==> src/rtl/sdr_regs.vh <==
// constants for the driver status read-back word and the serial frame
// assumes inclusion by bare name from the rtl folder
`ifndef SDR_REGS_VH
`define SDR_REGS_VH
`define SDR_FRAME_BITS 20
`define SDR_CNT_W 5
`define SDR_SEL_MICROSTEP_TABLE_POSITION 2'h0
`define SDR_SEL_LOAD 2'h1
`define SDR_SEL_LOADSC 2'h2
`define SDR_STAT_UPPER_LSB 10
`define SDR_STAT_STANDSTILL 7
`define SDR_STAT_OPEN_LOAD 5
`define SDR_STAT_SHORT_GND 3
`define SDR_STAT_OT_WARN 2
`define SDR_STAT_OT_SHDN 1
`define SDR_STAT_LOAD_THR 0
`define SDR_CFG_SEL_LSB 4
`define SDR_CFG_RESET 20'h00000
`define SDR_STANDSTILL_FLAG_CYCLES 1048576
`define SDR_STANDSTILL_FLAG_W 21
`define SDR_SHORT_LIMIT 2'h2
`define SDR_CUR_SIXTEENTH 5'h02
`endif

==> src/rtl/sdr_sync.v <==
// two flip-flop synchroniser for one level from outside the clock domain
// assumes the input has no timing relation to i_clk
`timescale 1ns/1ps
module sdr_sync #(
  // level held through reset, the idle level of the pin
  parameter [0:0] RST_VAL = 1'b0
) (
  // clock and reset
  input wire i_clk,
  input wire i_nrst,
  // level
  input wire i_d,
  output reg o_q
);
  reg meta;
  always @(posedge i_clk) begin
    if (!i_nrst) begin
      meta <= RST_VAL;
      o_q <= RST_VAL;
    end else begin
      meta <= i_d;
      o_q <= meta;
    end
  end
endmodule

==> src/rtl/sdr_status.v <==
// serial shift register and driver status read-back word of a stepper driver
// assumes the serial master's clock is at most an eighth of I_SYS_CLK
`timescale 1ns/1ps
`include "sdr_regs.vh"
module sdr_status (
  // clock and reset
  input wire I_SYS_CLK,
  input wire I_NRST,
  // serial pins
  input wire I_SCK,
  input wire I_CS_N,
  input wire I_SDI,
  output reg O_SDO,
  // step input pin
  input wire I_STEP,
  // driver core status
  input wire I_DRV_ENABLE,
  input wire [9:0] I_MICROSTEP_POS,
  input wire [9:0] I_LOAD_RESULT,
  input wire [4:0] I_CURRENT_SCALE,
  input wire I_LOAD_THR_REACHED,
  input wire I_CHOP_EVENT,
  input wire I_POLARITY_CHANGE,
  input wire [4:0] I_COIL_CURRENT,
  input wire I_HS_SHORT,
  input wire I_OT_WARN,
  input wire I_OT_SHDN,
  // outputs
  output reg O_LOAD_STATUS,
  output reg O_CHOP_END,
  output reg O_SHORT_SHUTDOWN,
  output reg [19:0] O_DRIVER_CONFIG_REGISTER
);
  // ----------------------------------------
  // pin synchronisers
  // ----------------------------------------
  wire sck_s;
  wire cs_n_s;
  wire sdi_s;
  wire step_s;
  sdr_sync u_sck (.i_clk(I_SYS_CLK), .i_nrst(I_NRST), .i_d(I_SCK), .o_q(sck_s));
  // select resets to its idle high level, else reset looks like a frame start
  // and the following release would latch a stray word into the config
  sdr_sync #(
    .RST_VAL(1'b1)
  ) u_csn (
    .i_clk(I_SYS_CLK),
    .i_nrst(I_NRST),
    .i_d(I_CS_N),
    .o_q(cs_n_s)
  );
  sdr_sync u_sdi (.i_clk(I_SYS_CLK), .i_nrst(I_NRST), .i_d(I_SDI), .o_q(sdi_s));
  sdr_sync u_step (.i_clk(I_SYS_CLK), .i_nrst(I_NRST), .i_d(I_STEP), .o_q(step_s));

  // ----------------------------------------
  // edge helpers
  // ----------------------------------------
  function rise_of;
    input now;
    input was;
    begin
      rise_of = now & ~was;
    end
  endfunction

  function fall_of;
    input now;
    input was;
    begin
      fall_of = ~now & was;
    end
  endfunction

  // ----------------------------------------
  // edge detection on synchronised pins
  // ----------------------------------------
  // delay regs reset to the idle level of each pin, so no false edge
  reg sck_d;
  reg cs_n_d;
  reg step_d;
  wire sck_rise = rise_of(sck_s, sck_d);
  wire sck_fall = fall_of(sck_s, sck_d);
  wire cs_fall = fall_of(cs_n_s, cs_n_d);
  wire cs_rise = rise_of(cs_n_s, cs_n_d);
  wire step_rise = rise_of(step_s, step_d);

  // ----------------------------------------
  // status flags
  // ----------------------------------------
  reg [`SDR_STANDSTILL_FLAG_W-1:0] idle_cnt;
  reg standstill_flag;
  reg open_load_flag;
  reg chop_seen;
  reg [1:0] short_cnt;
  reg short_ground_flag;
  reg drv_en_d;
  reg overtemp_prewarning_flag;
  reg overtemp_shutdown_flag;
  reg load_threshold_flag;

  always @(posedge I_SYS_CLK) begin
    if (!I_NRST) begin
      idle_cnt <= {`SDR_STANDSTILL_FLAG_W{1'b0}};
      standstill_flag <= 1'b0;
      open_load_flag <= 1'b0;
      chop_seen <= 1'b0;
      short_cnt <= 2'h0;
      short_ground_flag <= 1'b0;
      drv_en_d <= 1'b0;
      overtemp_prewarning_flag <= 1'b0;
      overtemp_shutdown_flag <= 1'b0;
      load_threshold_flag <= 1'b0;
      O_LOAD_STATUS <= 1'b0;
      O_CHOP_END <= 1'b0;
      O_SHORT_SHUTDOWN <= 1'b0;
      sck_d <= 1'b0;
      cs_n_d <= 1'b1;
      step_d <= 1'b0;
    end else begin
      sck_d <= sck_s;
      cs_n_d <= cs_n_s;
      step_d <= step_s;
      // counter saturates so the flag holds through long idle periods
      if (step_rise) begin
        idle_cnt <= {`SDR_STANDSTILL_FLAG_W{1'b0}};
        standstill_flag <= 1'b0;
      end else if (idle_cnt == (`SDR_STANDSTILL_FLAG_CYCLES - 1)) begin
        standstill_flag <= 1'b1;
      end else begin
        idle_cnt <= idle_cnt + {{(`SDR_STANDSTILL_FLAG_W-1){1'b0}}, 1'b1};
      end
      // judged at each polarity change; the set wins over the current clear
      if (I_POLARITY_CHANGE) begin
        chop_seen <= 1'b0;
        if (!chop_seen && !I_CHOP_EVENT) begin
          open_load_flag <= 1'b1;
        end else if (I_COIL_CURRENT > `SDR_CUR_SIXTEENTH) begin
          open_load_flag <= 1'b0;
        end
      end else begin
        if (I_CHOP_EVENT) begin
          chop_seen <= 1'b1;
        end
        if (I_COIL_CURRENT > `SDR_CUR_SIXTEENTH) begin
          open_load_flag <= 1'b0;
        end
      end
      // short shutdown stays until an enable rising edge
      drv_en_d <= I_DRV_ENABLE;
      O_CHOP_END <= I_HS_SHORT;
      if (I_DRV_ENABLE && !drv_en_d) begin
        short_cnt <= 2'h0;
        short_ground_flag <= 1'b0;
        O_SHORT_SHUTDOWN <= 1'b0;
      end else if (I_HS_SHORT && short_cnt != `SDR_SHORT_LIMIT) begin
        short_cnt <= short_cnt + 2'h1;
        if (short_cnt + 2'h1 == `SDR_SHORT_LIMIT) begin
          short_ground_flag <= 1'b1;
          O_SHORT_SHUTDOWN <= 1'b1;
        end
      end
      overtemp_prewarning_flag <= I_OT_WARN;
      overtemp_shutdown_flag <= I_OT_SHDN;
      load_threshold_flag <= I_LOAD_THR_REACHED;
      O_LOAD_STATUS <= I_LOAD_THR_REACHED;
    end
  end

  // ----------------------------------------
  // status word assembly
  // ----------------------------------------
  wire [1:0] readback_select = O_DRIVER_CONFIG_REGISTER[`SDR_CFG_SEL_LSB+1:`SDR_CFG_SEL_LSB];
  reg [9:0] upper;
  always @* begin
    case (readback_select)
      `SDR_SEL_MICROSTEP_TABLE_POSITION: upper = I_MICROSTEP_POS;
      `SDR_SEL_LOAD: upper = I_LOAD_RESULT;
      `SDR_SEL_LOADSC: upper = {I_LOAD_RESULT[9:5], I_CURRENT_SCALE};
      // reserved setting, master must avoid it
      default: upper = 10'h000;
    endcase
  end
  // reserved positions stay zero
  wire [19:0] driver_status_word = {upper, 2'h0, standstill_flag, 1'b0, open_load_flag, 1'b0,
    short_ground_flag, overtemp_prewarning_flag, overtemp_shutdown_flag, load_threshold_flag};

  // ----------------------------------------
  // serial shift register
  // ----------------------------------------
  reg [19:0] shift;
  always @(posedge I_SYS_CLK) begin
    if (!I_NRST) begin
      shift <= 20'h00000;
      O_SDO <= 1'b0;
      O_DRIVER_CONFIG_REGISTER <= `SDR_CFG_RESET;
    end else begin
      if (cs_fall) begin
        shift <= driver_status_word;
        O_SDO <= driver_status_word[19];
      end else if (!cs_n_s && sck_rise) begin
        // a plain 20-bit shifter passes extra bits through delayed 20
        shift <= {shift[18:0], sdi_s};
      end else if (!cs_n_s && sck_fall) begin
        // moving on the fall gives the master a settled bit at its next rise
        O_SDO <= shift[19];
      end
      if (cs_rise) begin
        O_DRIVER_CONFIG_REGISTER <= shift;
      end
    end
  end
endmodule

==> config.mk <==
export PLATFORM = sky130hd
export DESIGN_NAME = sdr_status
export DESIGN_NICKNAME = d
export VERILOG_FILES = /design/src/rtl/sdr_sync.v /design/src/rtl/sdr_status.v
export VERILOG_INCLUDE_DIRS = /design/src /design/src/rtl
export SDC_FILE = /design/constraint.sdc
export NUM_CORES = 1
export LEC_CHECK = 0
export ABC_AREA = 1
export BUFFER_PORTS_ARGS = -buffer_cell sky130_fd_sc_hd__buf_4
export CAP_MARGIN = 20
export CORE_ASPECT_RATIO = 2
export CORE_UTILIZATION = 30
export DETAILED_ROUTE_END_ITERATION = 10
export GPL_ROUTABILITY_DRIVEN = 0
export GPL_TIMING_DRIVEN = 0
export PLACE_DENSITY = 0.57
export SYNTH_ARGS = -nofsm -noshare
export SYNTH_HDL_FRONTEND = slang
export SYNTH_SLANG_ARGS = --single-unit
==> constraint.sdc <==
create_clock -name I_SYS_CLK -period 3.2 [get_ports I_SYS_CLK]
set_input_delay 0.32 -clock I_SYS_CLK [delete_from_list [all_inputs] [get_ports I_SYS_CLK]]
set_output_delay 0.32 -clock I_SYS_CLK [all_outputs]
set_load 0.05 [all_outputs]
==> flow_metrics.tcl, run 1 <==
set metrics [dict create \
    min_period_over_period_pct 53.58 \
    synthesis.area_um2 3647 \
    hold_path.class "input pin to flip-flop" \
    timing.fmax_mhz 583.3 \
    dpl.hpwl_mm 7.481 \
    cts_buffer_depth 2 \
    slew_headroom_pct 63.95 \
    p_leak_uw 0.002158 \
    vias 3423 \
    synth_seq_cells 84 \
    crit_path_start "idle_cnt[0]" \
    crit_chain "ha_1 -> inv_2 -> nor2_4 -> nand2_4 -> nor2_4 -> nand2_4 -> buf_6 -> nand2_1 -> a21oi_1" \
    core_um2 11770 \
    avgSynthCellArea_um2 7.194 \
    rr_endpoint "idle_cnt[1]" \
    clockRootBuffer "clkbuf_16" \
    drt_iter0_markers 115 \
    drc 0 \
    ctsResizeCount 0 \
    synthXorXnorAreaFrac_pct 0.7204 \
    finalSetupViolations 0 \
    period_minus_slack_ns 1.714 \
    max_stage_delay_ns 0.43 \
    htreeDepth 3 \
    cts_setup_buffers 0 \
    synth-simple-area-share_pct 29.30 \
    grt_overflow 0 \
    synth_top_family_by_area "simple AND/OR/NAND/NOR gates" \
    worstPathRequired_ns 3.43 \
    area_growth_pct 26.96 \
    fillers 1271 \
    tightest_slew_ns 0.5407 \
    hold_viol 0 \
    synth_fa_ha_area_share_pct 1.029 \
    regArea_um2 1682 \
    drive_gt1_share_pct 19.35 \
    dr_wl_met3_um 280 \
    seq_area_frac_synth_pct 46.11 \
    top_level_ports 67 \
    nets 630 \
    wirelength_mm 9.440 \
    cap_violations 0 \
    synthFlopType "dfxtp_1" \
    die_area_um2 12630 \
    setup-tns-final_ns 0 \
    ir_worst_vdd_mv 0.2559 \
    first_global_vias 3479 \
    drv_slew 0 \
    status "finished clean" \
    grt_usage_pct 16.05 \
    grt_max_degree 17 \
    fin_ws_ns 1.486 \
    routed_via_density 4.663 \
    antenna_cells 0 \
    io_buffers 66 \
    powerDensity_nw_per_um2 509.5 \
    synthDistinctLibCells 34 \
    synth_compound_area_share_pct 12.59 \
    async_reset_ff_share_pct 0 \
    die_h_um 157.9 \
    worst_r2r_path_depth 9 \
    routed-wl-met2_mm 5.384 \
    clk_latency_ns 0.34 \
    end_kind "flip-flop" \
    multi_input_area_um2 1592 \
    startpoint_type "flip-flop" \
    antenna_found_initial 0 \
    worstPathArrival_ns 1.94 \
    synth_mux_area_share_pct 0 \
    die_w_um 79.97 \
    wl_met1_mm 3.367 \
    regToRegSetupSlack_ns 1.49 \
    cp_max_fo 10 \
    skew_ns 0.007911 \
    dpl_worst_slack_ns 1.486 \
    r2r-start "idle_cnt[0]" \
    rsz0062_at_grt "false" \
    worstSetupEndpoint "idle_cnt[1]" \
    ant_nets 0 \
    top_layer_used "met4" \
    cts_tree "done" \
    path_class "flip-flop to flip-flop" \
    slowest_stage "dfxtp_1" \
    cts_made_buffers 9 \
    floorplan.initialDensity_pct 30.98 \
    routedWlPerCell_um 12.86 \
    netlist_instances 507 \
    clock_sinks 84 \
    cts.clk_slew.worst_paths_ns 0.06 \
    yosys_warnings 0 \
    postSynthNetCount 553 \
    hold_start "I_POLARITY_CHANGE" \
    cts_hold_buf 0 \
    drtPass1Iterations 4 \
    synth-edff-count 0 \
    fp-row-count 56 \
    grt_first_pass_wirelength_mm 15.50 \
]
## synth_stat cells (all sizes together) (2+ instances only)
library cell	n	share of area [%]
a211oi	5	1.0
a21oi	22	3.1
a31oi	11	1.9
buf	5	1.2
clkbuf	10	1.0
clkinv	2	0.21
dfxtp	84	46
ha	3	1.0
inv	76	7.8
nand2	136	15
nand3	30	4.5
nand4	6	1.0
nor2	56	6.3
nor3	2	0.27
o211ai	8	1.6
o21ai	28	3.8
o221ai	2	0.48
or2	12	2.1
xnor2	3	0.72
## placed cells by master (no fill, tap or decap), types with 2 or more instances in the layout
master,n
a211oi_1,5
a21oi_1,21
a31oi_1,11
buf_2,2
buf_4,66
buf_6,3
clkbuf_1,10
clkbuf_16,9
clkinv_1,2
dfxtp_1,84
ha_1,3
inv_1,72
inv_2,4
inv_6,3
nand2_1,132
nand2_2,2
nand2_4,2
nand3_1,27
nand3_2,3
nand4_1,6
nor2_1,52
nor2_2,2
nor2_4,2
nor3_1,2
o211ai_1,8
o21ai_0,28
o221ai_1,2
or2_2,11
xnor2_1,3
## worst min path at each step
stage                            to  cells after the start
after global placement    u_csn.o_q                      1
after detailed placement  u_csn.o_q                      1
after global routing      chop_seen                      2
after floorplan           u_sck.o_q                      2
final                     chop_seen                      2
after CTS                 chop_seen                      2
## sequential cells by signal, summed over array words and instances, names as in the netlist, 2 cells and up
signal and count:
short_cnt 2, idle_cnt 21, O_DRIVER_CONFIG_REGISTER 20, shift 20
## per-stage QoR
step | power (uW) | instance area, um^2 | hold WS [ns] | util [%] | instances
finish | 2359 | 4631 | 0.1509 | 39.34 | 734
global route | 2455 | 4631 | 0.1442 | 39.34 | 734
CTS | 2391 | 4631 | 0.1441 | 39.34 | 734
detailed placement | 1320 | 4324 | 0.4031 | 36.73 | 718
global placement | 1316 | 4324 | 0.3947 | 36.73 | 718
floorplan | 1231 | 3647 | 0.3905 | - | 507
## where the power goes
part           internal [uW]  switching (uW)  leakage (uW)
Sequential              1080            20.4      0.000683
Clock                    618             446      0.000153
Combinational           80.1             118       0.00132
## cell families (layout without fill, tap and decap cells)
logic type	after synthesis	in the layout
AND/OR/NAND/NOR	245	245
buffers and inverters	93	175
flip-flops	84	84
AO/OA/AOI/OAI	79	79
adder cells (fa/ha/maj)	3	3
XOR/XNOR	3	3
## critical path: cells and delay by family, from the launching register on
kind / cells / cell delay (ns)
compound gates: 1 / 0.06
fa+ha+maj: 1 / 0.33
buf+inv: 2 / 0.24
flops: 1 / 0.43
simple gates: 5 / 0.56
## layout make-up
type                    instances  area share [%]
flip-flops and latches         84           36.31
inverters                      78           6.323
repair buffers                 66           10.70
clock buffers                   9           4.864
clock inverters                 7           1.756
multi-input cells             330           34.37
well taps                     145           3.918
plain buffers                  15           1.756
## per-layer routing
metal	track usage, %	vias up
met5	0	-
met4	9.779	0
met3	2.363	24
met2	31.83	72
met1	14.64	1570
li1	-	1757
No activity file was read; power rests on OpenSTA's default activity.
==> inputs of run 2 (changes only) <==
--- a/config.mk
+++ b/config.mk
@@ -14,7 +14,7 @@
 export DETAILED_ROUTE_END_ITERATION = 10
 export GPL_ROUTABILITY_DRIVEN = 0
 export GPL_TIMING_DRIVEN = 0
-export PLACE_DENSITY = 0.57
+export PLACE_DENSITY = 0.59
 export SYNTH_ARGS = -nofsm -noshare
 export SYNTH_HDL_FRONTEND = slang
 export SYNTH_SLANG_ARGS = --single-unit
==> constraint.sdc (replaced) <==
create_clock -name I_SYS_CLK -period 1.45 [get_ports I_SYS_CLK]
set_input_delay 0.145 -clock I_SYS_CLK [delete_from_list [all_inputs] [get_ports I_SYS_CLK]]
set_output_delay 0.145 -clock I_SYS_CLK [all_outputs]
set_load 0.05 [all_outputs]
==> flow_metrics.tcl, run 2 (synthesis results as in run 1) <==
set metrics [dict create \
    worst_r2r_path_depth 9 \
    regToRegSetupSlack_ns 0.05 \
    cp_max_fo 6 \
    timing.fmax_mhz 713.1 \
    reg_top3 "idle_cnt (21), O_DRIVER_CONFIG_REGISTER (20), shift (20)" \
    drt_iter0_markers 134 \
    path_class "flip-flop to flip-flop" \
    sequentialPowerShare_pct 46.1 \
    worstPathRequired_ns 1.67 \
    final_common_cell "nand2_1" \
    drive_gt1_share_pct 25.82 \
    pwr-share-clk_pct 44.7 \
    period_minus_slack_ns 1.402 \
    finalSetupViolations 0 \
    drv_slew 0 \
    worstPathArrival_ns 1.62 \
    grt_max_degree 15 \
    hold_viol 0 \
    drtPass1Iterations 6 \
    skew_ns 0.006933 \
    die_area_um2 12630 \
    wirelength_mm 9.706 \
    antenna_cells 0 \
    tightest_slew_ns 0.4734 \
    internal-power_uw 4025 \
    routedWlPerCell_um 12.89 \
    io_buffers 66 \
    floorplan.initialDensity_pct 30.98 \
    cts_buffer_depth 2 \
    fp-row-count 56 \
    clk_latency_ns 0.33 \
    end_kind "flip-flop" \
    p_leak_uw 0.002278 \
    min_path_cells 3 \
    routed_via_density 4.664 \
    cts_made_buffers 9 \
    switching_share_pct 23.39 \
    clock_sinks 84 \
    layout_common_cells "nand2_1 (130), dfxtp_1 (73), buf_4 (73)" \
    die_h_um 157.9 \
    regArea_um2 1703 \
    core_um2 11770 \
    htreeDepth 3 \
    multi_input_area_um2 1689 \
    hold_start "I_SDI" \
    r2r-start "idle_cnt[0]" \
    dpl.hpwl_mm 7.304 \
    top_level_ports 67 \
    rsz0062_at_grt "true" \
    fillers 1217 \
    max_stage_delay_ns 0.38 \
    vias 3512 \
    combinationalPowerShare_pct 9.1 \
    nets 649 \
    grt_usage_pct 15.59 \
    cap_violations 0 \
    cts_tree "done" \
    rr_endpoint "idle_cnt[0]" \
    grt_overflow 0 \
    area_growth_pct 36.74 \
    antenna_found_initial 0 \
    p_switching_uw 1229 \
    fin_hold_ws_ns 0.01159 \
    crit_chain "ha_4 -> inv_2 -> nor2_4 -> nand2_4 -> nor2_4 -> nand2_4 -> clkbuf_16 -> nand2_1 -> a21oi_1" \
    crit_path_start "idle_cnt[0]" \
    grt_first_pass_wirelength_mm 15.09 \
    powerDensity_nw_per_um2 1053 \
    min_period_over_period_pct 96.71 \
    slew_headroom_pct 68.44 \
    startpoint_type "flip-flop" \
    die_w_um 79.97 \
    drc 0 \
    top_register "idle_cnt" \
    cts.clk_slew.worst_paths_ns 0.06 \
    ant_nets 0 \
    status "finished clean" \
    slowest_stage "dfxtp_4" \
    largest_register_ffs 21 \
    worstHoldEndpoint "u_sdi.meta" \
    utilization_pct 42.37 \
    ir_worst_vdd_mv 0.7050 \
    hold_path.class "input pin to flip-flop" \
    first_global_vias 3294 \
    clockRootBuffer "clkbuf_16" \
]
run 2: cell count changes in the layout (fill, tap and decap cells not counted), sizes merged:
cell	delta
clkbuf	+2
dlygate4sd3	+9
inv	-3
clkinvlp	+3
buf	+11
clkinv	-3
run 2: power by group through the flow:
stage / logic [uW] / clock network (uW) / registers [uW]
after detailed placement: 443 / 0 / 2470
final: 480 / 2350 / 2420
after floorplan: 176 / 0 / 2550
after global routing: 527 / 2510 / 2430
after CTS: 465 / 2410 / 2420
after global placement: 435 / 0 / 2470
run 2: area by class of cell:
class                   instances  share of cell area, %
clock buffers                  12                  5.143
inverters                      78                  5.996
clock inverters                 4                  1.129
multi-input cells             330                  33.87
flip-flops and latches         84                  34.14
plain buffers                  15                  2.158
well taps                     145                  3.638
repair buffers                 85                  13.92
run 2: critical path: cells and delay by family (launching register included):
family	cells	cell delay, ns
simple gates	5	0.49
flops	1	0.38
buf+inv	2	0.21
fa+ha+maj	1	0.16
compound gates	1	0.05
run 2: stage by stage:
step	setup slack [ns]	TNS, ns	total power [uW]	cells	cell area, um^2
2_1_floorplan	0.02935	0	2722	507	3662
3_3_place_gp	-0.1488	-2.823	2908	718	4339
3_5_place_dp	-0.1572	-3.543	2917	718	4339
4_1_cts	0.01667	0	5303	744	4761
5_1_grt	-0.02358	-0.1849	5466	753	4987
6_report	0.04767	0	5253	753	4987
run 2: repair_timing:
action	CTS	global route
buffers inserted	1	8
cloned	0	1
resized for setup	7	45
endpoints found under the setup margin	33	58
pin swaps	1	8
hold endpoints to repair	9	0
hold buffers	9	0
run 2: how the worst max path moves through the flow:
stage | slack (ns) | endpoint | cells past startpoint
2_1_floorplan | 0.03 | shift[15] | 7
3_3_place_gp | -0.15 | idle_cnt[11] | 10
3_5_place_dp | -0.16 | idle_cnt[11] | 10
4_1_cts | 0.02 | shift[1] | 6
5_1_grt | -0.02 | idle_cnt[13] | 9
6_report | 0.05 | idle_cnt[0] | 9
run 2: layer usage:
metal / wire length [um] / part of all wire, % / GRT usage [%]
met4: 523 / 5.4 / 9.864
met1: 3467 / 36 / 14.92
met5: 0 / 0 / 0
met2: 5365 / 55 / 29.55
met3: 350 / 3.6 / 2.882
